==> src/pkg/psl_pkg.sv <==
// Purpose: Shared constants for the parallel serial link control block.
// Assumes: 100 MHz system clock; APB register slave with 32-bit data.
// Notes: All cycle counts derive from named times and the clock period.
package psl_pkg;
  // Word and frame layout: start, balance flag, 24 data bits, stop.
  localparam int WORD_W = 24;
  localparam int FRAME_BITS = 27;
  localparam int SR_W = 25;
  localparam int HALF_WORD = 12;
  localparam int SYNC_W = 33;
  // Timing in its own unit, then in cycles.
  localparam int CLK_PERIOD_NS = 10;
  localparam int BIT_TIME_NS = 40;
  localparam int RCLK_HALF_NS = 80;
  localparam logic [7:0] BIT_CYCLES =
    8'((BIT_TIME_NS + CLK_PERIOD_NS - 1) / CLK_PERIOD_NS);
  localparam logic [7:0] HALF_BIT = 8'(BIT_CYCLES / 2);
  localparam logic [7:0] RCLK_HALF =
    8'((RCLK_HALF_NS + CLK_PERIOD_NS - 1) / CLK_PERIOD_NS);
  localparam logic [4:0] LAST_BIT = 5'(FRAME_BITS - 1);
  // Lock acquisition counts.
  localparam logic [3:0] TX_LOCK_EDGES = 4'h4;
  localparam logic [1:0] RX_LOCK_FRAMES = 2'h2;
  // Register byte offsets.
  localparam logic [11:0] ADDR_CTRL = 12'h000;
  localparam logic [11:0] ADDR_STATUS = 12'h004;
  localparam logic [11:0] ADDR_INT_STATUS = 12'h008;
  localparam logic [11:0] ADDR_INT_MASK = 12'h00c;
  localparam logic [11:0] ADDR_RX_WORD = 12'h010;
  localparam logic [11:0] ADDR_TX_WORD = 12'h014;
  // Field positions.
  localparam int CTRL_RESYNC = 0;
  localparam int EV_W = 4;
  localparam int EV_LOCK_GAIN = 0;
  localparam int EV_LOCK_LOSS = 1;
  localparam int EV_OVERRUN = 2;
  localparam int EV_FRAME_ERR = 3;
  // Reset values.
  localparam logic [EV_W-1:0] INT_MASK_RST = 4'h0;
  typedef enum logic [1:0] {RX_HUNT, RX_START, RX_BITS} psl_rx_state_t;
endpackage

==> src/verilog/psl_top.sv <==
// Purpose: Serializer and deserializer pin control with an APB register view.
// Assumes: All pins but the APB and reserved ones are asynchronous and pass two flip-flops before use.
// Notes: Serial bits run at one bit per BIT_CYCLES clocks; slow frames drop words.
`timescale 1ns/1ns
module psl_top (
  input wire logic clock,
  input wire logic resetn,
  input wire logic psel,
  input wire logic penable,
  input wire logic pwrite,
  input wire logic [11:0] paddr,
  input wire logic [31:0] pwdata,
  output logic [31:0] prdata,
  output logic pready,
  output logic pslverr,
  input wire logic transmit_word_clock,
  input wire logic tx_edge_select,
  input wire logic tx_sleep_n,
  input wire logic line_driver_enable,
  input wire logic [psl_pkg::WORD_W-1:0] parallel_word_in,
  input wire logic reserved_cfg_a,
  input wire logic reserved_cfg_b,
  input wire logic reserved_cfg_c,
  output logic serial_out_p,
  output logic serial_out_n,
  output logic serial_out_oe_n,
  input wire logic serial_in_p,
  input wire logic serial_in_n,
  input wire logic rx_edge_select,
  input wire logic rx_sleep_n,
  input wire logic rx_output_enable,
  input wire logic reserved_cfg_c_rx,
  output logic [7:0] parallel_word_out_lo,
  output logic [7:0] parallel_word_out_mid,
  output logic [7:0] parallel_word_out_hi,
  output logic parallel_word_oe_n,
  output logic recovered_clock,
  output logic recovered_clock_oe_n,
  output logic lock,
  output logic irq
);
  import psl_pkg::*;

  // Count of ones in a word, used for the balance decision.
  function automatic logic [4:0] ones_count(input logic [WORD_W-1:0] w);
    logic [4:0] n;
    n = 5'h00;
    for (int i = 0; i < WORD_W; i++) begin
      n = n + 5'(w[i]);
    end
    return n;
  endfunction

  // Frame built LSB first: start one, balance flag, data, stop zero.
  function automatic logic [FRAME_BITS-1:0] build_frame(input logic [WORD_W-1:0] w);
    logic inv;
    inv = (ones_count(w) > 5'(HALF_WORD));
    return {1'b0, (inv ? ~w : w), inv, 1'b1};
  endfunction

  // True for every mapped register offset.
  function automatic logic is_mapped(input logic [11:0] a);
    return (a == ADDR_CTRL) || (a == ADDR_STATUS) || (a == ADDR_INT_STATUS) ||
           (a == ADDR_INT_MASK) || (a == ADDR_RX_WORD) || (a == ADDR_TX_WORD);
  endfunction

  logic [SYNC_W-1:0] sync1_q;
  logic [SYNC_W-1:0] sync2_q;
  logic s_wclk, s_tx_edge, s_tx_awake, s_lde, s_rx_edge, s_rx_awake, s_rx_oe;
  logic s_sin_p, s_sin_n;
  logic [WORD_W-1:0] s_data;

  // Two-stage synchroniser for every pin input except the APB and reserved pins.
  always_ff @(posedge clock) begin
    if (!resetn) begin
      sync1_q <= '0;
      sync2_q <= '0;
    end else begin
      sync1_q <= {transmit_word_clock, tx_edge_select, tx_sleep_n, line_driver_enable,
                  rx_edge_select, rx_sleep_n, rx_output_enable, serial_in_p,
                  serial_in_n, parallel_word_in};
      sync2_q <= sync1_q;
    end
  end

  // Unpack the synchronised pins.
  assign {s_wclk, s_tx_edge, s_tx_awake, s_lde, s_rx_edge, s_rx_awake, s_rx_oe,
          s_sin_p, s_sin_n, s_data} = sync2_q;

  // ---------------- Serializer ----------------
  logic wclk_prev_q;
  logic word_edge;
  logic [3:0] tx_lock_cnt_q;
  logic tx_locked;
  logic tx_drive;
  logic word_cap;
  logic [WORD_W-1:0] hold_q;
  logic hold_valid_q;
  logic tx_start;
  logic tx_busy_q;
  logic [FRAME_BITS-1:0] tx_shift_q;
  logic [4:0] tx_bits_q;
  logic [7:0] tx_cnt_q;
  logic tx_bit;
  logic ev_overrun;

  // Word-clock edge detection on the selected edge.
  always_ff @(posedge clock) begin
    if (!resetn) begin
      wclk_prev_q <= 1'b0;
    end else begin
      wclk_prev_q <= s_wclk;
    end
  end
  assign word_edge = s_tx_edge ? (s_wclk & ~wclk_prev_q) : (~s_wclk & wclk_prev_q);

  // Transmit lock counts word-clock edges and is lost in sleep.
  always_ff @(posedge clock) begin
    if (!resetn || !s_tx_awake) begin
      tx_lock_cnt_q <= 4'h0;
    end else if (word_edge && tx_lock_cnt_q != TX_LOCK_EDGES) begin
      tx_lock_cnt_q <= tx_lock_cnt_q + 4'h1;
    end
  end
  assign tx_locked = (tx_lock_cnt_q == TX_LOCK_EDGES);
  assign tx_drive = s_tx_awake & tx_locked & s_lde;
  assign word_cap = word_edge & s_tx_awake & tx_locked;
  assign tx_start = ~tx_busy_q & hold_valid_q & tx_drive;
  assign ev_overrun = word_cap & hold_valid_q & ~tx_start;

  // Holding register for the latest captured word.
  always_ff @(posedge clock) begin
    if (!resetn) begin
      hold_q <= '0;
      hold_valid_q <= 1'b0;
    end else begin
      if (word_cap) begin
        hold_q <= s_data;
      end
      if (word_cap) begin
        hold_valid_q <= 1'b1;
      end else if (tx_start) begin
        hold_valid_q <= 1'b0;
      end
    end
  end

  // Frame shifter; aborts when the driver is released.
  always_ff @(posedge clock) begin
    if (!resetn || !tx_drive) begin
      tx_busy_q <= 1'b0;
      tx_shift_q <= '0;
      tx_bits_q <= 5'h00;
      tx_cnt_q <= 8'h00;
    end else if (tx_start) begin
      tx_busy_q <= 1'b1;
      tx_shift_q <= build_frame(hold_q);
      tx_bits_q <= 5'h00;
      tx_cnt_q <= 8'h00;
    end else if (tx_busy_q) begin
      if (tx_cnt_q == BIT_CYCLES - 8'h01) begin
        tx_cnt_q <= 8'h00;
        tx_shift_q <= {1'b0, tx_shift_q[FRAME_BITS-1:1]};
        if (tx_bits_q == LAST_BIT) begin
          tx_busy_q <= 1'b0;
        end else begin
          tx_bits_q <= tx_bits_q + 5'h01;
        end
      end else begin
        tx_cnt_q <= tx_cnt_q + 8'h01;
      end
    end
  end
  assign tx_bit = tx_busy_q & tx_shift_q[0];

  // Registered serial pins; idle line sits at the stop level.
  always_ff @(posedge clock) begin
    if (!resetn) begin
      serial_out_p <= 1'b0;
      serial_out_n <= 1'b0;
      serial_out_oe_n <= 1'b1;
    end else begin
      serial_out_p <= tx_drive & tx_bit;
      serial_out_n <= tx_drive & ~tx_bit;
      serial_out_oe_n <= ~tx_drive;
    end
  end

  // ---------------- Deserializer ----------------
  psl_rx_state_t rx_state_q;
  logic [7:0] rx_cnt_q;
  logic [4:0] rx_bits_q;
  logic [SR_W-1:0] rx_sr_q;
  logic rx_prev_q;
  logic line_bad;
  logic rx_kill;
  logic resync;
  logic bit_tick;
  logic frame_end;
  logic frame_ok;
  logic frame_bad;
  logic [1:0] good_q;
  logic rx_locked;
  logic lock_prev_q;
  logic rx_drive;
  logic [WORD_W-1:0] rx_decoded;
  logic [WORD_W-1:0] out_word_q;
  logic [7:0] rclk_cnt_q;
  logic rclk_q;
  logic oe_n_q;

  assign line_bad = ~(s_sin_p ^ s_sin_n);
  assign rx_kill = ~s_rx_awake | line_bad | resync;
  assign bit_tick = (rx_state_q == RX_BITS) && (rx_cnt_q == BIT_CYCLES - 8'h01);
  assign frame_end = bit_tick && (rx_bits_q == LAST_BIT);
  assign frame_ok = frame_end & ~s_sin_p & ~rx_kill;
  assign frame_bad = frame_end & s_sin_p & ~rx_kill;
  assign rx_decoded = rx_sr_q[0] ? ~rx_sr_q[SR_W-1:1] : rx_sr_q[SR_W-1:1];

  // Line level history for start-edge detection.
  always_ff @(posedge clock) begin
    if (!resetn) begin
      rx_prev_q <= 1'b1;
    end else begin
      rx_prev_q <= s_sin_p;
    end
  end

  // Frame receiver: hunt a rising start edge, centre it, sample bits.
  always_ff @(posedge clock) begin
    if (!resetn || rx_kill) begin
      rx_state_q <= RX_HUNT;
      rx_cnt_q <= 8'h00;
      rx_bits_q <= 5'h00;
      rx_sr_q <= '0;
    end else begin
      case (rx_state_q)
        RX_HUNT: begin
          rx_cnt_q <= 8'h00;
          if (s_sin_p && !rx_prev_q) begin
            rx_state_q <= RX_START;
          end
        end
        RX_START: begin
          if (rx_cnt_q >= HALF_BIT - 8'h01) begin
            rx_cnt_q <= 8'h00;
            rx_bits_q <= 5'h01;
            rx_state_q <= s_sin_p ? RX_BITS : RX_HUNT;
          end else begin
            rx_cnt_q <= rx_cnt_q + 8'h01;
          end
        end
        RX_BITS: begin
          if (bit_tick) begin
            rx_cnt_q <= 8'h00;
            if (rx_bits_q == LAST_BIT) begin
              rx_state_q <= RX_HUNT;
            end else begin
              rx_sr_q <= {s_sin_p, rx_sr_q[SR_W-1:1]};
              rx_bits_q <= rx_bits_q + 5'h01;
            end
          end else begin
            rx_cnt_q <= rx_cnt_q + 8'h01;
          end
        end
        default: begin
          rx_state_q <= RX_HUNT;
        end
      endcase
    end
  end

  // Lock needs consecutive good frames; any fault restarts the count.
  always_ff @(posedge clock) begin
    if (!resetn || rx_kill || frame_bad) begin
      good_q <= 2'h0;
    end else if (frame_ok && good_q != RX_LOCK_FRAMES) begin
      good_q <= good_q + 2'h1;
    end
  end
  assign rx_locked = (good_q == RX_LOCK_FRAMES);
  assign rx_drive = s_rx_awake & rx_locked & s_rx_oe;

  // Output word and recovered clock: launch data, then the strobe edge.
  always_ff @(posedge clock) begin
    if (!resetn) begin
      out_word_q <= '0;
      rclk_q <= 1'b0;
      rclk_cnt_q <= RCLK_HALF;
    end else if (frame_ok && rx_locked) begin
      out_word_q <= rx_decoded;
      rclk_q <= ~s_rx_edge;
      rclk_cnt_q <= 8'h00;
    end else if (rclk_cnt_q < RCLK_HALF - 8'h01) begin
      rclk_cnt_q <= rclk_cnt_q + 8'h01;
    end else begin
      rclk_q <= s_rx_edge;
      rclk_cnt_q <= RCLK_HALF;
    end
  end

  // Output enables and lock history for events.
  always_ff @(posedge clock) begin
    if (!resetn) begin
      oe_n_q <= 1'b1;
      lock_prev_q <= 1'b0;
    end else begin
      oe_n_q <= ~rx_drive;
      lock_prev_q <= rx_locked;
    end
  end

  // Pin outputs, data split in byte groups.
  assign parallel_word_out_lo = out_word_q[7:0];
  assign parallel_word_out_mid = out_word_q[15:8];
  assign parallel_word_out_hi = out_word_q[23:16];
  assign parallel_word_oe_n = oe_n_q;
  assign recovered_clock = rclk_q;
  assign recovered_clock_oe_n = oe_n_q;
  assign lock = lock_prev_q;

  // ---------------- Registers and interrupt ----------------
  logic wr_en;
  logic [EV_W-1:0] events;
  logic [EV_W-1:0] int_status_q;
  logic [EV_W-1:0] int_mask_q;
  logic [EV_W-1:0] w1c;

  assign wr_en = psel & penable & pwrite & is_mapped(paddr);
  assign resync = wr_en && (paddr == ADDR_CTRL) && pwdata[CTRL_RESYNC];
  assign pready = 1'b1;
  assign pslverr = psel & penable & ~is_mapped(paddr);
  assign w1c = (wr_en && paddr == ADDR_INT_STATUS) ? pwdata[EV_W-1:0] : '0;

  // Event vector for the sticky status.
  always_comb begin
    events = '0;
    events[EV_LOCK_GAIN] = rx_locked & ~lock_prev_q;
    events[EV_LOCK_LOSS] = ~rx_locked & lock_prev_q;
    events[EV_OVERRUN] = ev_overrun;
    events[EV_FRAME_ERR] = frame_bad;
  end

  // Sticky status; a new event wins over a write-one clear.
  always_ff @(posedge clock) begin
    if (!resetn) begin
      int_status_q <= '0;
    end else begin
      int_status_q <= (int_status_q & ~w1c) | events;
    end
  end

  // Mask register and level interrupt.
  always_ff @(posedge clock) begin
    if (!resetn) begin
      int_mask_q <= INT_MASK_RST;
      irq <= 1'b0;
    end else begin
      if (wr_en && paddr == ADDR_INT_MASK) begin
        int_mask_q <= pwdata[EV_W-1:0];
      end
      irq <= |(int_status_q & int_mask_q);
    end
  end

  // Read data is prepared in the setup cycle and held through access.
  always_ff @(posedge clock) begin
    if (!resetn) begin
      prdata <= 32'h0000_0000;
    end else if (psel && !penable) begin
      case (paddr)
        ADDR_STATUS: prdata <= {28'h0, rx_drive, tx_drive, rx_locked, tx_locked};
        ADDR_INT_STATUS: prdata <= {28'h0, int_status_q};
        ADDR_INT_MASK: prdata <= {28'h0, int_mask_q};
        ADDR_RX_WORD: prdata <= {8'h00, out_word_q};
        ADDR_TX_WORD: prdata <= {8'h00, hold_q};
        default: prdata <= 32'h0000_0000;
      endcase
    end
  end
endmodule // psl_top

==> config.mk <==
export PLATFORM = sky130hd
export DESIGN_NAME = psl_top
export DESIGN_NICKNAME = d
export VERILOG_FILES = /design/src/pkg/psl_pkg.sv /design/src/verilog/psl_top.sv
export SDC_FILE = /design/constraint.sdc
export NUM_CORES = 1
export LEC_CHECK = 0
export ABC_AREA = 1
export BUFFER_PORTS_ARGS = -buffer_cell sky130_fd_sc_hd__buf_2
export CAP_MARGIN = 20
export CORE_AREA = 2 2 168 170
export DETAILED_ROUTE_END_ITERATION = 12
export DIE_AREA = 0 0 170 172
export PLACE_DENSITY = 0.65
export RECOVER_POWER = 100
export SYNTH_ARGS = -nofsm -noshare
export SYNTH_HDL_FRONTEND = slang
export SYNTH_SLANG_ARGS = --single-unit
==> constraint.sdc <==
create_clock -name clock -period 12.55 [get_ports clock]
set_input_delay 1.255 -clock clock [delete_from_list [all_inputs] [get_ports clock]]
set_output_delay 1.255 -clock clock [all_outputs]
set_load 0.02 [all_outputs]
After elaboration in Yosys (flattened, before gate mapping)
Cells that the tools add are included.

storage, ports and cells
  register bits = 258
  output and inout bits = 66
  logic and storage cells = 208

operators by class
  add/subtract/negate cells = 30
  order comparisons = 3
  equal/unequal tests = 21
  muxes and demuxes = 32
  bitwise gates (word level) = 53
  reduce and logical (&&, ||, !) cells = 40

operators by type and width
  cell                                                              number
  24-bit case mux with 5 select lines                               1
  5-bit by 1-bit adder with 5-bit output                            19
  26-bit two-way mux                                                3
  24-bit two-way mux                                                2
  24-bit NOT                                                        2
  1-bit bitwise AND                                                 25
  8-bit by 1-bit adder with 8-bit output, second input constant     3
  12-bit by 4-bit == test with 1-bit output, second input constant  2
  12-bit by 5-bit == test with 1-bit output, second input constant  2
  8-bit two-way mux                                                 3
  8-bit case mux with 3 select lines                                1
  1-bit NOT                                                         19
  8-bit by 2-bit == test with 1-bit output, second input constant   2
  5-bit two-way mux                                                 3
  12-bit by 3-bit == test with 1-bit output, second input constant  1
  12-bit logical NOT                                                1
  4-bit two-way mux                                                 3
  2-bit inequality test, second input constant                      6
  1-bit logical AND                                                 11
  5-bit by 1-bit adder with 5-bit output, second input constant     2
  5-bit == test, second input constant                              2
  2-bit two-way mux                                                 5
  5-bit case mux with 2 select lines                                1
  1-bit logical OR                                                  9
  31 further kinds                                                  51

Longest topological paths before layout
  depth in word-level cells = 26
  depth in mapped cells = 20

Worst setup path after synthesis
Ideal clock, no wire load.

  path type = reg2reg
  start point = reg hold_q[0]
  end point = reg tx_shift_q[11]
  data arrival time = 4.533 ns
  required time = 12.433 ns
  setup slack = 7.901 ns
  stages on the path, launching flop included = 21
  path buffers = 1
  period minus slack after synthesis = 4.649 ns
  cells stage by stage = dfxtp_1 -> inv_1 -> fa_1 -> fa_1 -> fa_1 -> fa_1 -> fa_1 -> inv_1 -> ha_1 -> inv_1 -> fa_1 -> inv_1 -> o22ai_1 -> a21oi_1 -> nand3_1 -> nand2_1 -> nand2_2 -> nand2_2 -> buf_4 -> nand2_1 -> a22o_1

between the ends
  word-level cells in the longest chain between the ends = 26

ends and longest elaborated chain
  item                                                      RTL line        source
  start: declaration                                        psl_top.sv:97   logic [WORD_W-1:0] hold_q;
  start signal: assignment                                  psl_top.sv:138  hold_q <= s_data;
  1-bit by 1-bit adder with 2-bit output                    psl_top.sv:49   n = n + 5'(w[i]);
  2-bit by 1-bit adder with 3-bit output                    psl_top.sv:49
  3-bit by 1-bit adder with 4-bit output                    psl_top.sv:49
  4-bit by 1-bit adder with 5-bit output                    psl_top.sv:49
  5-bit by 1-bit adder with 5-bit output (19 in a row)      psl_top.sv:49
  5-bit by 4-bit greater-than comparator with 1-bit output  psl_top.sv:57   inv = (ones_count(w) > 5'(HALF_WORD));
  24-bit two-way mux                                        psl_top.sv:58   return {1'b0, (inv ? ~w : w), inv, 1'b1};
  26-bit two-way mux                                        psl_top.sv:155  end else if (tx_start) begin
  end signal: assignment                                    psl_top.sv:157  tx_shift_q <= build_frame(hold_q);
  end signal: assignment                                    psl_top.sv:163  tx_shift_q <= {1'b0, tx_shift_q[FRAME_BITS-1:1]};
  end: declaration                                          psl_top.sv:101  logic [FRAME_BITS-1:0] tx_shift_q;

No other way between the ends.
A chain may end at the register's enable or synchronous reset.

Worst setup path in the final report
  start point = reg hold_q[15]
  end point = reg tx_shift_q[4]

between the ends
  word-level cells in the longest chain between the ends = 12

ends and longest elaborated chain
  item                                                      RTL line
  5-bit by 1-bit adder with 5-bit output (9 in a row)       psl_top.sv:49
  5-bit by 4-bit greater-than comparator with 1-bit output  psl_top.sv:57
  24-bit two-way mux                                        psl_top.sv:58
  26-bit two-way mux                                        psl_top.sv:155

No other way between the ends.

==> impl_metrics.env <==
export IMPL_outcome="finished, violations left"
export IMPL_violations="max-capacitance violations, max-slew violations"
export IMPL_final_area_sq_um=12280
export IMPL_post_drt_wl_per_cell_um=13.18
export IMPL_critPathLaunchType="flop"
export IMPL_gp_congestion=0.8241
export IMPL_seq_area_sq_um=5005
export IMPL_ant_nets=0
export IMPL_antenna_found_initial=1
export IMPL_cts_root_buf="clkbuf_16"
export IMPL_dr_total_vias=8864
export IMPL_slew_violations=193
export IMPL_cts_resized=0
export IMPL_clock_skew_ps=11.97
export IMPL_clk_latency_ps=530
export IMPL_n_antenna_cell=0
export IMPL_finalCritPeriodShare_pct=48.35
export IMPL_p_sw_share_pct=21.79
export IMPL_syn_instance_count=1412
export IMPL_multiInputGateArea_sq_um=4567
export IMPL_hpwl_um=17400
export IMPL_setup_tns_ps=0
export IMPL_die_h_um=172
export IMPL_total_leakage_power_uw=0.005725
export IMPL_io_buffers=110
export IMPL_drive_gt1_share_pct=7.520
export IMPL_total_power_uw=1651
export IMPL_grt_usage_pct=16.82
export IMPL_synth_yosys_seq_area_share_pct=46.27
export IMPL_coreArea_sq_um=27480
export IMPL_cts_sinks=250
export IMPL_p_sw_uw=359.8
export IMPL_globalRouteOverflowTotal=0
export IMPL_pwr_share_seq_pct=49.4
export IMPL_internal_power_uw=1291
export IMPL_rows=61
export IMPL_tightest_slew_ps=4359
export IMPL_period_minus_slack_ps=6068
export IMPL_cts_tree="yes"
export IMPL_grt_max_degree=117
export IMPL_first_pass_iters=5
export IMPL_die_area_sq_um=29240
export IMPL_post_cts_buffers=0
export IMPL_yosys_warnings=0
export IMPL_path_class="flop to flop"
export IMPL_syn_to_final_growth_pct=13.56
export IMPL_slew_headroom_pct=-190.6
export IMPL_wirelength_um=24530
export IMPL_power_density_nw_per_um2=134.4
export IMPL_hold_slack_ps=410.9
export IMPL_holdBufCountCts=0
export IMPL_nNetsFinal=1621
export IMPL_grt_pass1_wl_um=40250
export IMPL_cts_buffer_depth=3
export IMPL_start_util_pct=39.36
export IMPL_synth_cell_type_count=43
export IMPL_chipWidth_um=170
export IMPL_grt_pass1_vias=8195
export IMPL_min_path_type="flop to flop"
export IMPL_synthesis_area_sq_um=10820
export IMPL_drcViolationCount=0
export IMPL_fillCellCount=2767
export IMPL_io_pins=152
export IMPL_post_dp_cell_area_sq_um=11530
export IMPL_htreeDepth=1
export IMPL_setup_viol=0
export IMPL_pwr_share_comb_pct=3.4
export IMPL_clk_pin_slew_ps=60
export IMPL_ys_ff_latch=250
export IMPL_end_kind="flop"
export IMPL_avgSynthCellArea_sq_um=7.660
export IMPL_power_frac_clock_pct=47.2
export IMPL_viasPerCell=4.760
export IMPL_peakVddDrop_v=0.00009863
export IMPL_cts_inserted_buffers=27
export IMPL_drv_cap=3
export IMPL_rsz0062_at_grt="false"
export IMPL_cp_required_ps=12970
export IMPL_crit_fanout=28
export IMPL_drt_initial_drc_count=640
export IMPL_critPathArrivalTime_ps=6480
export IMPL_max_freq_ghz=0.1648
export IMPL_hold_viol=0
synthesized netlist by cell type (all sizes together):
cell type | count | area, sq um
nand2 | 288 | 1094
dfxtp | 250 | 5005
inv | 234 | 878.3
nor2 | 145 | 571.8
a21oi | 100 | 500.5
o21ai | 90 | 450.4
nand3 | 52 | 285.3
clkbuf | 45 | 168.9
xor2 | 33 | 289.0
o22ai | 29 | 181.4
buf | 26 | 181.4
ha | 22 | 275.3
a22o | 18 | 157.7
fa | 17 | 340.3
nor3 | 14 | 81.33
nand4 | 12 | 96.34
o211ai | 7 | 52.55
a31oi | 5 | 31.28
nor3b | 5 | 37.54
nor4 | 3 | 18.77
o21a | 3 | 22.52
or2 | 3 | 18.77
a211oi | 2 | 15.01
conb | 2 | 7.510
a221oi | 1 | 8.760
a41oi | 1 | 8.760
and3 | 1 | 6.260
clkinv | 1 | 3.750
mux2i | 1 | 10.01
nor4b | 1 | 8.760
xnor2 | 1 | 8.760
power by group through the flow:
stage               Clock (uW)  Sequential, uW  Combinational, uW
floorplan                    0             836               32.6
global placement             0             833               55.5
detailed placement           0             833               55.9
CTS                        798             816               56.0
global route               828             817               63.8
finish                     780             816               55.5
kinds of logic after synthesis:
logic type / Yosys count / share of synthesized area, %
buffers and inverters: 306 / 11.40
AO/OA/AOI/OAI: 256 / 13.21
AND/OR/NAND/NOR: 524 / 20.51
other: 2 / 0.06944
XOR/XNOR: 34 / 2.753
flip-flops: 250 / 46.27
multiplexers: 1 / 0.09255
adder cells (fa/ha/maj): 39 / 5.692
layer usage:
layer	track usage [%]	vias up	routed length, um
met2	27.42	239	10960
li1	-	4586	-
met3	2.701	42	1395
met1	23.04	3995	11600
met5	0	-	13
met4	5.091	2	560
placed cells by master, fill, tap and decap left out, drive strengths merged:
master and count:
xnor2 1, nor2 145, conb 13, xor2 33
ha 22, o21ai 90, nor3b 5, clkinvlp 1
a21oi 100, o211ai 7, and3 1, nor3 14
a221oi 1, a41oi 1, a211oi 2, nor4b 1
or2 3, nand4 12, nand3 52, dfxtp 250
o22ai 29, inv 233, o21a 3, bufinv 1
mux2i 1, nor4 3, fa 17, a31oi 5
buf 55, nand2 288, clkbuf 100, a22o 18
clkinv 9
sequential cells by signal, indices dropped and copies added, names as in the netlist, 2 cells and up:
signal / cells
good_q: 2
hold_q: 24
int_mask_q: 4
int_status_q: 4
out_word_q: 24
prdata: 24
rclk_cnt_q: 8
rx_bits_q: 5
rx_cnt_q: 8
rx_sr_q: 25
rx_state_q: 2
sync1_q: 33
sync2_q: 33
tx_bits_q: 5
tx_cnt_q: 8
tx_lock_cnt_q: 4
tx_shift_q: 26
path summary, 6_finish.rpt:
| kind | slack (ps) | start | cells past startpoint | endpoint |
|---|---|---|---|---|
| max | 6480 | hold_q[15]$_SDFFE_PN0P_ | 19 | tx_shift_q[4]$_SDFFE_PP0P_ |
| min reg2reg | 410 | sync1_q[24]$_SDFF_PN0_ | 2 | sync2_q[24]$_SDFF_PN0_ |
| min | 410 | sync1_q[24]$_SDFF_PN0_ | 2 | sync2_q[24]$_SDFF_PN0_ |
| max reg2reg | 6480 | hold_q[15]$_SDFFE_PN0P_ | 19 | tx_shift_q[4]$_SDFFE_PP0P_ |
metrics by stage:
step,worst slack (ps),instances,utilization (%)
6_report,6482,1862,44.70
5_1_grt,6090,1862,44.70
4_1_cts,7126,1862,45.19
3_5_place_dp,7171,1813,41.97
3_3_place_gp,7248,1813,41.97
2_1_floorplan,7901,1423,-
layout make-up:
| type | count | area share (%) |
|---|---|---|
| Sequential cell | 250 | 40.75 |
| Multi-Input combinational cell | 867 | 37.18 |
| Inverter | 235 | 7.182 |
| Clock buffer | 40 | 6.551 |
| Timing Repair Buffer | 115 | 4.156 |
| Tap cell | 346 | 3.525 |
| Clock inverter | 9 | 0.6520 |
critical path: stages (launching register included):
cell and delay [ps]:
dfxtp_1 290, inv_1 230, fa_1 500, fa_1 520, fa_1 440, fa_1 490
fa_1 490, inv_1 50, ha_1 190, inv_1 70, fa_1 420, inv_1 70
o22ai_1 70, a21oi_1 110, nand3_1 70, nand2_1 140, nand2_1 590, nand2_1 830
nand2_1 130, a22o_1 240
Note: power is estimated with default switching activity, not from simulation.
